[config.mk]
export PLATFORM = sky130hd
export DESIGN_NAME = tmwf_timer
export DESIGN_NICKNAME = d
export VERILOG_FILES = /design/src/hw/tmwf_pkg.sv /design/src/hw/tmwf_timer.sv
export VERILOG_INCLUDE_DIRS = /design/src /design/src/hw
export SDC_FILE = /design/constraint.sdc
export NUM_CORES = 1
export LEC_CHECK = 0
export BUFFER_PORTS_ARGS = -buffer_cell sky130_fd_sc_hd__clkbuf_2
export CORE_MARGIN = 2
export CORE_UTILIZATION = 54
export DETAILED_ROUTE_END_ITERATION = 10
export PLACE_DENSITY = 0.76
export SLEW_MARGIN = 20
export SYNTH_ARGS = -nofsm -noshare
export SYNTH_HDL_FRONTEND = slang
export SYNTH_SLANG_ARGS = --single-unit
[constraint.sdc]
create_clock -name clock -period 4.4 [get_ports clock]
set_input_delay 0.22 -clock clock [delete_from_list [all_inputs] [get_ports clock]]
set_output_delay 0.22 -clock clock [all_outputs]
set_load 0.005 [all_outputs]
[src/hw/tmwf_consts.svh]
`ifndef TMWF_CONSTS_SVH
`define TMWF_CONSTS_SVH
// register byte addresses
`define TMWF_ADDR_CTRL_A 8'h80
`define TMWF_ADDR_CTRL_B 8'h84
`define TMWF_ADDR_CNT 8'h88
`define TMWF_ADDR_CMP_A 8'h8C
`define TMWF_ADDR_CMP_B 8'h90
`define TMWF_ADDR_CAPT 8'h94
`define TMWF_ADDR_IRQ_STAT 8'h98
`define TMWF_ADDR_IRQ_CLR 8'h9C
`define TMWF_ADDR_IRQ_EN 8'hA0
`define TMWF_ADDR_PIN_DIR 8'hA4
// reset values
`define TMWF_RST_CTRL_A 8'h00
`define TMWF_RST_CTRL_B 8'h00
// field masks
`define TMWF_CTRL_A_MASK 8'hF3
`define TMWF_CTRL_B_MASK 8'h1F
// fixed tops and max
`define TMWF_TOP_8 16'h00FF
`define TMWF_TOP_9 16'h01FF
`define TMWF_TOP_10 16'h03FF
`define TMWF_MAX 16'hFFFF
`define TMWF_BOTTOM 16'h0000
// prescale divisions, as terminal counts of a 10-bit prescaler
`define TMWF_DIV8_MASK 10'h007
`define TMWF_DIV64_MASK 10'h03F
`define TMWF_DIV256_MASK 10'h0FF
`define TMWF_DIV1024_MASK 10'h3FF
// status bit positions
`define TMWF_IRQ_OVF 0
`define TMWF_IRQ_CMPA 1
`define TMWF_IRQ_CMPB 2
`endif

[src/hw/tmwf_pkg.sv]
package tmwf_pkg;
  // count-sequence families
  typedef enum logic [1:0] {TMWF_NORMAL, TMWF_FAST, TMWF_DUAL_TOPLOAD, TMWF_DUAL_BOTLOAD} tmwf_family_t;
endpackage

[src/hw/tmwf_timer.sv]
// Operation
// RULE_01 - counter synchronous, tick is enable only
// RULE_02 - bottom events mirror top event timing
// RULE_03 - nonzero action field overrides port pin
// RULE_04 - pad driven only when direction is output
// RULE_05 - non-pwm actions: off, toggle, clear, set
// RULE_06 - fast pwm: clear/set on match, bottom
// RULE_07 - fast pwm toggle A only modes 14/15
// RULE_08 - fast pwm compare at top ignored
// RULE_09 - dual-slope toggle A only modes 9/11
// RULE_10 - dual-slope: direction decides set or clear
// RULE_11 - mode low bits A, high bits B
// RULE_12 - normal and clear-on-match top and timing
// RULE_13 - phase correct tops, load top, flag bottom
// RULE_14 - fast pwm tops, load bottom, flag top
// RULE_15 - phase-frequency modes load and flag bottom
// RULE_16 - clock selector: stop, dividers, external edges
// RULE_17 - compare match sets channel flag
// RULE_18 - control A bits 3:2 read zero
`timescale 1ns/1ps
`default_nettype none
`include "tmwf_consts.svh"
module tmwf_timer
  import tmwf_pkg::*;
(
  input wire logic clock,
  input wire logic arst_n,
  input wire logic hsel,
  input wire logic [7:0] haddr,
  input wire logic [1:0] htrans,
  input wire logic hwrite,
  input wire logic [2:0] hsize,
  input wire logic [31:0] hwdata,
  input wire logic hready,
  output logic [31:0] hrdata,
  output logic hreadyout,
  output logic hresp,
  input wire logic ext_clock_pin,
  input wire logic [1:0] port_out,
  output logic [1:0] pad_out,
  output logic [1:0] pad_oe,
  output logic irq
);
  logic [1:0] rst_sync;
  logic rst_n;
  logic [7:0] waveform_control_a;
  logic [7:0] waveform_control_b;
  logic [15:0] counter_value;
  logic [15:0] compare_value_a;
  logic [15:0] compare_value_b;
  logic [15:0] cmp_buf_a;
  logic [15:0] cmp_buf_b;
  logic [15:0] capture_value;
  logic [2:0] irq_status;
  logic [2:0] irq_enable;
  logic [1:0] pin_dir;
  logic count_down;
  logic wave_out_a;
  logic wave_out_b;
  logic [9:0] prescale;
  logic [2:0] ext_sync;
  logic timer_tick_enable;
  logic [3:0] wave_mode_sel;
  logic [1:0] output_action_a;
  logic [1:0] output_action_b;
  logic [2:0] prescale_sel;
  logic [15:0] top_value;
  tmwf_family_t family;
  logic at_top;
  logic at_bottom;
  logic load_now;
  logic ovf_event;
  logic match_a;
  logic match_b;
  logic [15:0] next_counter;
  logic next_down;
  logic dp_valid;
  logic dp_write;
  logic [7:0] dp_addr;
  logic wr_cnt;
  logic [2:0] irq_clr;
  logic [1:0] next_wave;
  logic [1:0] chan_match;
  logic [1:0] chan_ovr;

  // reset release through two flops
  always_ff @(posedge clock or negedge arst_n)
  begin
    if (!arst_n)
      rst_sync <= 2'h0;
    else
      rst_sync <= {rst_sync[0], 1'b1};
  end
  assign rst_n = rst_sync[1];

  // mode selector assembly
  assign wave_mode_sel = {waveform_control_b[4:3], waveform_control_a[1:0]}; // RULE_11
  assign output_action_a = waveform_control_a[7:6];
  assign output_action_b = waveform_control_a[5:4];
  assign prescale_sel = waveform_control_b[2:0];

  // top source, load point and flag point per mode
  always_comb
  begin
    top_value = `TMWF_MAX;
    family = TMWF_NORMAL;
    case (wave_mode_sel)
      4'h0: top_value = `TMWF_MAX; // RULE_12
      4'h1: begin top_value = `TMWF_TOP_8; family = TMWF_DUAL_TOPLOAD; end // RULE_13
      4'h2: begin top_value = `TMWF_TOP_9; family = TMWF_DUAL_TOPLOAD; end
      4'h3: begin top_value = `TMWF_TOP_10; family = TMWF_DUAL_TOPLOAD; end
      4'h4: top_value = compare_value_a; // RULE_12
      4'h5: begin top_value = `TMWF_TOP_8; family = TMWF_FAST; end // RULE_14
      4'h6: begin top_value = `TMWF_TOP_9; family = TMWF_FAST; end
      4'h7: begin top_value = `TMWF_TOP_10; family = TMWF_FAST; end
      4'h8: begin top_value = capture_value; family = TMWF_DUAL_BOTLOAD; end // RULE_15
      4'h9: begin top_value = compare_value_a; family = TMWF_DUAL_BOTLOAD; end
      4'hA: begin top_value = capture_value; family = TMWF_DUAL_TOPLOAD; end // RULE_13
      4'hB: begin top_value = compare_value_a; family = TMWF_DUAL_TOPLOAD; end
      4'hC: top_value = capture_value; // RULE_12
      4'hE: begin top_value = capture_value; family = TMWF_FAST; end // RULE_14
      4'hF: begin top_value = compare_value_a; family = TMWF_FAST; end
      default: top_value = `TMWF_MAX; // reserved mode 13 runs as normal
    endcase
  end

  assign at_top = (counter_value == top_value);
  assign at_bottom = (counter_value == `TMWF_BOTTOM);

  // load and overflow fire on the tick that leaves top or bottom, so bottom mirrors top
  always_comb
  begin
    load_now = 1'b0;
    ovf_event = 1'b0;
    case (family)
      TMWF_NORMAL: ovf_event = timer_tick_enable && (counter_value == `TMWF_MAX);
      TMWF_FAST:
      begin
        load_now = timer_tick_enable && at_top; // RULE_14
        ovf_event = timer_tick_enable && at_top;
      end
      TMWF_DUAL_TOPLOAD:
      begin
        load_now = timer_tick_enable && at_top && !count_down; // RULE_13
        ovf_event = timer_tick_enable && at_bottom && count_down; // RULE_02
      end
      TMWF_DUAL_BOTLOAD:
      begin
        load_now = timer_tick_enable && at_bottom && count_down; // RULE_15 RULE_02
        ovf_event = timer_tick_enable && at_bottom && count_down;
      end
      default: ovf_event = 1'b0;
    endcase
  end

  // prescaler and external edge detection, all enables on one clock
  always_ff @(posedge clock or negedge rst_n)
  begin
    if (!rst_n)
      prescale <= 10'h000;
    else if (prescale_sel == 3'h0)
      prescale <= 10'h000;
    else
      prescale <= prescale + 10'h001;
  end

  // pin synchroniser; only the later stages feed the edge detector
  always_ff @(posedge clock or negedge rst_n)
  begin
    if (!rst_n)
      ext_sync <= 3'h0;
    else
      ext_sync <= {ext_sync[1:0], ext_clock_pin};
  end

  always_comb
  begin
    case (prescale_sel) // RULE_16
      3'h0: timer_tick_enable = 1'b0;
      3'h1: timer_tick_enable = 1'b1;
      3'h2: timer_tick_enable = ((prescale & `TMWF_DIV8_MASK) == `TMWF_DIV8_MASK);
      3'h3: timer_tick_enable = ((prescale & `TMWF_DIV64_MASK) == `TMWF_DIV64_MASK);
      3'h4: timer_tick_enable = ((prescale & `TMWF_DIV256_MASK) == `TMWF_DIV256_MASK);
      3'h5: timer_tick_enable = (prescale == `TMWF_DIV1024_MASK);
      3'h6: timer_tick_enable = ext_sync[2] && !ext_sync[1];
      default: timer_tick_enable = !ext_sync[2] && ext_sync[1];
    endcase
  end

  // next count and direction
  always_comb
  begin
    next_counter = counter_value;
    next_down = count_down;
    if (family == TMWF_DUAL_TOPLOAD || family == TMWF_DUAL_BOTLOAD)
    begin
      if (!count_down && at_top)
      begin
        next_down = 1'b1;
        next_counter = counter_value - 16'h0001;
      end
      else if (count_down && at_bottom)
      begin
        next_down = 1'b0;
        next_counter = counter_value + 16'h0001;
      end
      else if (count_down)
        next_counter = counter_value - 16'h0001;
      else
        next_counter = counter_value + 16'h0001;
    end
    else if (at_top)
    begin
      next_counter = `TMWF_BOTTOM;
      next_down = 1'b0;
    end
    else
    begin
      next_counter = counter_value + 16'h0001;
      next_down = 1'b0;
    end
  end

  // counter runs on the system clock, tick only qualifies it
  always_ff @(posedge clock or negedge rst_n)
  begin
    if (!rst_n)
    begin
      counter_value <= 16'h0000;
      count_down <= 1'b0;
    end
    else if (wr_cnt)
      counter_value <= hwdata[15:0];
    else if (timer_tick_enable) // RULE_01
    begin
      counter_value <= next_counter;
      count_down <= next_down;
    end
  end

  // channel compare match, suppressed in fast pwm at top when upper action bit set; flag matches are never suppressed
  assign chan_match[0] = timer_tick_enable && (counter_value == compare_value_a) &&
    !(family == TMWF_FAST && at_top && output_action_a[1]); // RULE_08
  assign chan_match[1] = timer_tick_enable && (counter_value == compare_value_b) &&
    !(family == TMWF_FAST && at_top && output_action_b[1]); // RULE_08
  assign match_a = timer_tick_enable && (counter_value == compare_value_a);
  assign match_b = timer_tick_enable && (counter_value == compare_value_b);

  // per-channel waveform logic
  genvar ch;
  generate
    for (ch = 0; ch < 2; ch++)
    begin : g_chan
      logic [1:0] act;
      logic cur;
      assign act = (ch == 0) ? output_action_a : output_action_b;
      assign cur = (ch == 0) ? wave_out_a : wave_out_b;
      always_comb
      begin
        next_wave[ch] = cur;
        chan_ovr[ch] = (act != 2'h0); // RULE_03
        case (family)
          TMWF_NORMAL:
          begin
            if (chan_match[ch])
              case (act) // RULE_05
                2'h1: next_wave[ch] = !cur;
                2'h2: next_wave[ch] = 1'b0;
                2'h3: next_wave[ch] = 1'b1;
                default: next_wave[ch] = cur;
              endcase
          end
          TMWF_FAST:
          begin
            if (act == 2'h1)
            begin
              chan_ovr[ch] = (ch == 0) && wave_mode_sel[3:1] == 3'h7; // RULE_07
              if (chan_ovr[ch] && chan_match[ch])
                next_wave[ch] = !cur;
            end
            else if (act[1] && timer_tick_enable && at_top)
              next_wave[ch] = !act[0]; // RULE_06
            else if (act[1] && chan_match[ch])
              next_wave[ch] = act[0]; // RULE_06
          end
          default:
          begin
            if (act == 2'h1)
            begin
              chan_ovr[ch] = (ch == 0) && (wave_mode_sel == 4'h9 || wave_mode_sel == 4'hB); // RULE_09
              if (chan_ovr[ch] && chan_match[ch])
                next_wave[ch] = !cur;
            end
            else if (act[1] && chan_match[ch])
              next_wave[ch] = act[0] ^ next_down; // RULE_10
          end
        endcase
      end
      // pad follows waveform only with override; driver enable follows direction alone
      assign pad_out[ch] = chan_ovr[ch] ? cur : port_out[ch]; // RULE_03
      assign pad_oe[ch] = pin_dir[ch]; // RULE_04
    end
  endgenerate

  always_ff @(posedge clock or negedge rst_n)
  begin
    if (!rst_n)
    begin
      wave_out_a <= 1'b0;
      wave_out_b <= 1'b0;
    end
    else
    begin
      wave_out_a <= next_wave[0];
      wave_out_b <= next_wave[1];
    end
  end

  // ahb-lite address phase capture; zero-wait, always okay
  always_ff @(posedge clock or negedge rst_n)
  begin
    if (!rst_n)
    begin
      dp_valid <= 1'b0;
      dp_write <= 1'b0;
      dp_addr <= 8'h00;
    end
    else if (hready)
    begin
      dp_valid <= hsel && htrans[1];
      dp_write <= hwrite;
      dp_addr <= haddr;
    end
  end
  assign hreadyout = 1'b1;
  assign hresp = 1'b0;
  assign wr_cnt = dp_valid && dp_write && dp_addr == `TMWF_ADDR_CNT;
  assign irq_clr = (dp_valid && dp_write && dp_addr == `TMWF_ADDR_IRQ_CLR) ? hwdata[2:0] : 3'h0;

  // register writes; compare buffers load into active values per mode
  always_ff @(posedge clock or negedge rst_n)
  begin
    if (!rst_n)
    begin
      waveform_control_a <= `TMWF_RST_CTRL_A;
      waveform_control_b <= `TMWF_RST_CTRL_B;
      cmp_buf_a <= 16'h0000;
      cmp_buf_b <= 16'h0000;
      capture_value <= 16'h0000;
      irq_enable <= 3'h0;
      pin_dir <= 2'h0;
    end
    else if (dp_valid && dp_write)
    begin
      case (dp_addr)
        `TMWF_ADDR_CTRL_A: waveform_control_a <= hwdata[7:0] & `TMWF_CTRL_A_MASK; // RULE_18
        `TMWF_ADDR_CTRL_B: waveform_control_b <= hwdata[7:0] & `TMWF_CTRL_B_MASK;
        `TMWF_ADDR_CMP_A: cmp_buf_a <= hwdata[15:0];
        `TMWF_ADDR_CMP_B: cmp_buf_b <= hwdata[15:0];
        `TMWF_ADDR_CAPT: capture_value <= hwdata[15:0];
        `TMWF_ADDR_IRQ_EN: irq_enable <= hwdata[2:0];
        `TMWF_ADDR_PIN_DIR: pin_dir <= hwdata[1:0];
        default: pin_dir <= pin_dir;
      endcase
    end
  end

  // active compare values: immediate in non-pwm, else at the mode's load point
  always_ff @(posedge clock or negedge rst_n)
  begin
    if (!rst_n)
    begin
      compare_value_a <= 16'h0000;
      compare_value_b <= 16'h0000;
    end
    else if (family == TMWF_NORMAL || load_now) // RULE_12
    begin
      compare_value_a <= cmp_buf_a;
      compare_value_b <= cmp_buf_b;
    end
  end

  // sticky flags; a set in the clear cycle wins
  always_ff @(posedge clock or negedge rst_n)
  begin
    if (!rst_n)
      irq_status <= 3'h0;
    else
    begin
      irq_status <= (irq_status & ~irq_clr) |
        {match_b, match_a, ovf_event}; // RULE_17
    end
  end
  assign irq = |(irq_status & irq_enable);

  // read mux
  always_comb
  begin
    case (dp_addr)
      `TMWF_ADDR_CTRL_A: hrdata = {24'h000000, waveform_control_a};
      `TMWF_ADDR_CTRL_B: hrdata = {24'h000000, waveform_control_b};
      `TMWF_ADDR_CNT: hrdata = {16'h0000, counter_value};
      `TMWF_ADDR_CMP_A: hrdata = {16'h0000, cmp_buf_a};
      `TMWF_ADDR_CMP_B: hrdata = {16'h0000, cmp_buf_b};
      `TMWF_ADDR_CAPT: hrdata = {16'h0000, capture_value};
      `TMWF_ADDR_IRQ_STAT: hrdata = {29'h00000000, irq_status};
      `TMWF_ADDR_IRQ_EN: hrdata = {29'h00000000, irq_enable};
      `TMWF_ADDR_PIN_DIR: hrdata = {30'h00000000, pin_dir};
      default: hrdata = 32'h00000000;
    endcase
  end
endmodule // tmwf_timer
`default_nettype wire

==> impl_results.md, run 1 <==
- Worst Clk Skew: 0.00956 ns
- Vias in the first global route: 6841
- Critical Path End Type: flip-flop
- Area grow syn2layout: 11.4%
- Largest family of logic cells by synthesized area: multiplexers
- Initial drt markers: between 1000 and 1500
- Max-cap violations: 0
- Number of buffers created by CTS: 17
- Post-Synth Adder-Cell Area: 0.0101
- Routed length per instance: 20.9 um
- Die X: 131 um
- Global-route wire length before repair: 37700 um
- Fraction of the yosys area taken by sequential cells: 0.411
- Top post-synthesis cells by area: dfrtp_1 (41%), mux2_2 (14%), xor2_1 (4.0%), nor2_1 (2.9%), a22oi_1 (2.8%)
- F_max: 0.265 GHz
- DR pass1 iterations: 8
- Largest net degree at the start of global routing: 62
- Final WL: approximately 24000 um
- Grt total ovfl: 0
- Max Fanout on Critical Path: 16
- Placer Congestion: 0.947
- Initial Utilization: 0.550
- DPL Wire Length: 16600 um
- Antenna viol nets, final: 0
- PwrDens: 419 mW/mm^2
- Synth cell types: 75
- Antenna violations before repair: 0
- Synth Area in Compound Gates: 0.154
- Hold depth: 2
- Clk root buf: clkbuf_16
- Setup TNS: 0 ns
- Outcome: finished clean
- Most used DFF post-synth: dfrtp_1
- Worst vdd ir: 0.305 mV
- Post-synthesis mux area share: 0.164
- Reg area: 0.00358 mm^2
- Post-synth top cells: dfrtp_1 (143), mux2_2 (111), nor2_1 (67)
- Flop2flop setup slack: 0.63 ns
- Hold_buf cts: 2
- Reg2reg start: waveform_control_a[0]$_DFFE_PN0P_
- Setup violations, final: 0
- Netlist Area Pre-Place: roughly 0.0087 mm^2
- IO Port Bufs: 53
- Slew margin rel.: 0.403
- Clock net sink count: 143
- Clock buffer depth: 2
- Area of the multi-input gates: 0.00471 mm^2
- Wl on met1: ~10000 um
- Post-synthesis area per instance: 9.94 um^2
- Crit path DAT: slightly above 4 ns
- Die outline height: approximately 130 um
- WL met2: between 10000 and 15000 um
- Hold EP: dp_addr[5]$_DFFE_PN0P_
- Number of enable flip-flop cells after synthesis: 0
- Async set-reset flop share out of synthesis: 1.00
- Placeable Area: 0.0158 mm^2
- Total Power: 0.00406 W
- Vias per cell: 6.42
- Slew Limit Fails: 0
- Endpoints failing hold: 0
- CP required: between 4 and 5 ns
- Total Routing Usage GR: 0.290
- Area leader, netlist: dfrtp_1
- Met3 wire len: 2130 um
- XOR/XNOR Fraction of Synth Area: 0.0503
- Startpoint class of the critical path: flip-flop
- Final nets: 970
- Clk slew on worst S/H paths: 0.06 ns
- Fraction of layout cells with a size suffix above 1: 0.252
- Final min period: 3.77 ns
- Row cnt: 46
- Simple-gate share of the synthesized area: 0.154
- FF+latch count, synth: 143
- Drc violations: 0
- Worst hold path type: input pin to flip-flop
- ANT cells: 0
- Clk_lat worst skew: between 0.4 and 0.5 ns
- Crit share post-route: 0.856
- Post_cts resized: 0
- Hold path start: haddr[5]
- Most frequent cell after synthesis: dfrtp_1
- H-tree lvl count: 4
- Area share of the largest cell type after synthesis: 0.411
- Vias: 7316
- Max Used Layer: met4
- Synth warnings: 0
- Crit Reg-Reg Endpoint: g_chan[0].cur$_DFFE_PN0P_
- RSZ-0062 raised after global routing: false
- Fill cells: 1296
- Crit Path Class: flip-flop to flip-flop
- Die ar.: 0.0171 mm^2
- # Post-CTS Setup Buffers: 0
- Leak pwr: 4.09 nW
- Worst-Margin Slew: 0.888 ns
- Worst Reg2Reg Path Length in Cells: 10
- CTS tree: done
- Post-synthesis instance total: 875
- # IOs: 92
[stage by stage]
step	cell area (um^2)	hold WS, ns	setup WS [ns]	utilization	cells
floorplan	8760	-0.0756	0.121	-	892
global placement	9060	0.00512	0.808	0.573	1105
detailed placement	9060	0.0134	0.775	0.573	1105
CTS	9690	0.0169	0.756	0.612	1139
global route	9690	0.0214	0.472	0.612	1139
finish	9690	0.0242	0.633	0.612	1139
[power by group]
| group | switching (W) | internal [W] | leakage [nW] |
|---|---|---|---|
| combinational | 0.000476 | 0.000384 | 2.12 |
| sequential | 0.000241 | 0.00147 | 1.68 |
| clock | 0.000582 | 0.000907 | 0.286 |
| total | 0.00130 | 0.00276 | 4.09 |
[flip-flops by register name (all words and copies together), names as in the netlist, 2 cells and up]
signal,flops
compare_value_b,16
counter_value,16
waveform_control_a,6
ext_sync,3
irq_enable,3
irq_status,3
cmp_buf_b,16
rst_sync,2
compare_value_a,16
cmp_buf_a,16
g_chan.cur,2
dp_addr,8
pad_oe,2
waveform_control_b,5
capture_value,16
prescale,10
[placed cells by master, fill, tap and decap left out, drive strengths merged, types with 10 or more instances in the layout]
master  instances
a31oi          11
o21ai          28
mux2          115
xor2           40
nor2           68
nor2b          10
o22ai          14
nor4           19
and3           11
a21oi          26
buf            23
conb           19
xnor2          10
nor3           19
nand4          10
mux2i          13
a22oi          32
nand3          25
dfrtp         143
nand2b         14
nand2          54
clkbuf         72
inv            19
[worst max-delay path, stage by stage, from the launching register on]
cell	delay [ns]
dfrtp_1	0.73
or2_2	0.27
o21ai_0	0.12
a221o_1	0.37
a22oi_1	0.23
nand4_1	0.29
nor4_1	0.84
mux2i_1	0.21
a211oi_1	0.26
a21oi_1	0.07
mux2_2	0.26
[kinds of logic (layout without fill, tap and decap cells)]
group,Yosys count,in the layout
AOI/OAI and AO/OA,186,186
xor gates and xnor gates,50,50
adders and majority gates,7,7
buffers and inverters,97,128
DFF,143,143
muxes,128,128
other,2,19
and+or+nand+nor,262,262
[worst max path at each step]
| stage | end | cells past startpoint | from |
|---|---|---|---|
| 6_report | g_chan[0].cur$_DFFE_PN0P_ | 10 | waveform_control_a[0]$_DFFE_PN0P_ |
| 5_1_grt | counter_value[12]$_DFFE_PN0P_ | 12 | waveform_control_a[0]$_DFFE_PN0P_ |
| 4_1_cts | compare_value_b[14]$_DFFE_PN0P_ | 10 | counter_value[10]$_DFFE_PN0P_ |
| 3_5_place_dp | counter_value[12]$_DFFE_PN0P_ | 11 | waveform_control_a[0]$_DFFE_PN0P_ |
| 3_3_place_gp | compare_value_a[13]$_DFFE_PN0P_ | 10 | counter_value[10]$_DFFE_PN0P_ |
| 2_1_floorplan | capture_value[0]$_DFFE_PN0P_ | 0 | rst_sync[1]$_DFF_PN0_ |
[area by class of cell]
cell class | count | area share
clock buffers | 19 | 0.0457
inverters | 18 | 0.00697
well taps | 216 | 0.0279
clock inverters | 13 | 0.0167
repair buffers | 78 | 0.0472
multi-input cells | 652 | 0.486
flip-flops and latches | 143 | 0.370
[per-layer routing]
metal | global-route usage | vias to the layer above
met3 | 0.0436 | 41
met4 | 0.0995 | 0
met1 | 0.417 | 3660
met5 | 0 | -
li1 | - | 3263
met2 | 0.450 | 352
Note: power is estimated with default switching activity, not from simulation.
==> run 2, diff against run 1 <==
CELL_PAD_IN_SITES_DETAIL_PLACEMENT = 0   (was unset)
CELL_PAD_IN_SITES_GLOBAL_PLACEMENT = 1   (was unset)
CORE_UTILIZATION = 42   (was 54)
==> run 2 against run 1 <==
Worst hold slack lost 0.014 ns; clock power grew 3%; critical path type unchanged; sequential power is essentially flat; die area grew 28%; fmax shrank 6.3%; worst setup slack lost 0.25 ns; power grew 0.88%; routed wire length grew 5.9%.
==> impl_results.md, run 2 (synthesized netlist as in run 1, its figures left out) <==
- Max Fanout on Critical Path: 18
- Clk slew on worst S/H paths: 0.06 ns
- Slew Limit Fails: 0
- Commonest non-fill, non-tap cell in the layout: dfrtp_1
- Slew margin rel.: 0.357
- Grt total ovfl: 0
- Vias in the first global route: between 6000 and 7000
- Worst-Margin Slew: 0.962 ns
- Leak pwr: 4.11 nW
- Crit share post-route: 0.914
- Clk root buf: clkbuf_16
- Setup violations, final: 0
- Placeable Area: 0.0203 mm^2
- DR pass1 iterations: 6
- Worst vdd ir: 0.299 mV
- H-tree lvl count: 4
- Final nets: 971
- Post-DP Area: 0.00914 mm^2
- Antenna viol nets, final: 0
- Clock buffer depth: 2
- Global-route wire length before repair: 39900 um
- Fill cells: 1912
- Routed length per instance: between 20 and 25 um
- Initial drt markers: 762
- Worst Clk Skew: 0.0123 ns
- Vias per cell: 5.94
- # IOs: 92
- Critical Path End Type: flip-flop
- Drc violations: 0
- Area grow syn2layout: 12.4%
- Clk_lat worst skew: 0.43 ns
- Max-cap violations: 0
- CTS tree: done
- Fraction of layout cells with a size suffix above 1: 0.254
- # Post-CTS Setup Buffers: 0
- Setup TNS: 0 ns
- Total Routing Usage GR: 0.237
- Final WL: 25300 um
- DPL Wire Length: 17600 um
- IO Port Bufs: 53
- Final min period: approximately 4 ns
- Endpoints failing hold: 0
- Die X: 148 um
- Worst hold path type: input pin to flip-flop
- ANT cells: 0
- Design area: 0.00978 mm^2
- Startpoint class of the critical path: flip-flop
- Reg area: 0.00358 mm^2
- Die outline height: 148 um
- Initial Utilization: 0.429
- CP peak stage delay: a little under 0.8 ns
- Crit path DAT: between 4 and 5 ns
- RSZ-0062 raised after global routing: false
- Worst path slowest cell: dfrtp_1
- Crit Path Class: flip-flop to flip-flop
- Vias: 7092
- F_max: 0.249 GHz
- Area of the multi-input gates: approximately 0.0047 mm^2
- Crit-path cells: or2_2 -> o21ai_0 -> a221o_1 -> a22oi_1 -> nand4_1 -> nor3_2 -> o21ai_4 -> or4_1 -> a211o_1 -> o211ai_1
- Clock net sink count: 143
- Largest net degree at the start of global routing: 61
- Outcome: finished clean
- PwrDens: 418 mW/mm^2
- Row cnt: 52
- Worst hold margin: 0.0106 ns
- Antenna violations before repair: 0
- Number of buffers created by CTS: 17
- Placer Congestion: 0.913
- Die ar.: 0.0219 mm^2
- Most frequent cells in the layout: dfrtp_1 (142), mux2_2 (111), nor2_1 (67)
- CP required: about 4.8 ns
- Final core occ: 0.482
[run 2: changes by cell type in the layout (fill, tap and decap cells not counted)]
cell and change:
buf_4 +1, clkinvlp_4 -2, clkinv_2 -1, clkbuf_1 -1, inv_6 +4
[run 2: area by class of cell]
cell class	instances	area share
multi-input combinational	652	0.482
sequential	143	0.366
timing repair buffer	79	0.0476
clock buffer	18	0.0449
tap	270	0.0345
clock inverter	14	0.0180
inverter	18	0.00691
[run 2: worst paths after layout]
check | endpoint | slack [ns] | start | cells past startpoint
max | counter_value[12]$_DFFE_PN0P_ | 0.38 | waveform_control_a[0]$_DFFE_PN0P_ | 10
min | dp_valid$_DFFE_PN0P_ | 0.01 | htrans[1] | 3
max reg2reg | counter_value[12]$_DFFE_PN0P_ | 0.38 | waveform_control_a[0]$_DFFE_PN0P_ | 10
min reg2reg | ext_sync[1]$_DFF_PN0_ | 0.35 | ext_sync[0]$_DFF_PN0_ | 0
max in group asynchronous | counter_value[14]$_DFFE_PN0P_ | 3.06 | rst_sync[1]$_DFF_PN0_ | 1
min in group asynchronous | rst_sync[0]$_DFF_PN0_ | 0.10 | arst_n | 2
[run 2: where the power goes]
part	switching (W)	internal (W)	leakage (nW)
Combinational	0.000457	0.000384	2.13
Sequential	0.000255	0.00147	1.68
Clock	0.000614	0.000916	0.299
[run 2: stage by stage]
| stage | power, W | worst slack, ns | cells |
|---|---|---|---|
| after global placement | 0.00256 | 0.580 | 1160 |
| after CTS | 0.00410 | 0.490 | 1194 |
| final | 0.00409 | 0.380 | 1194 |
| after global routing | 0.00429 | 0.208 | 1194 |
| after floorplan | 0.00230 | 0.121 | 892 |
| after detailed placement | 0.00257 | 0.501 | 1160 |
[run 2: worst max-delay path: cells and delay by family, from the launching register on]
kind,cells,cell delay (ns)
simple gates,4,1.73
compound gates,6,1.41
flops,1,0.79
[run 2: routing by layer]
| layer | part of all wire | vias to the layer above | global-route usage |
|---|---|---|---|
| met2 | 0.47 | 260 | 0.371 |
| met3 | 0.065 | 32 | 0.0349 |
| li1 | - | 3260 | - |
| met1 | 0.45 | 3540 | 0.338 |
| met5 | 0 | - | 0 |
| met4 | 0.019 | 0 | 0.0795 |
[run 2: repair_timing]
action / 4_1_cts / 5_1_grt
resized for setup: 0 / 0
hold buffers: 2 / 0
endpoints found under the hold margin: 3 / 0
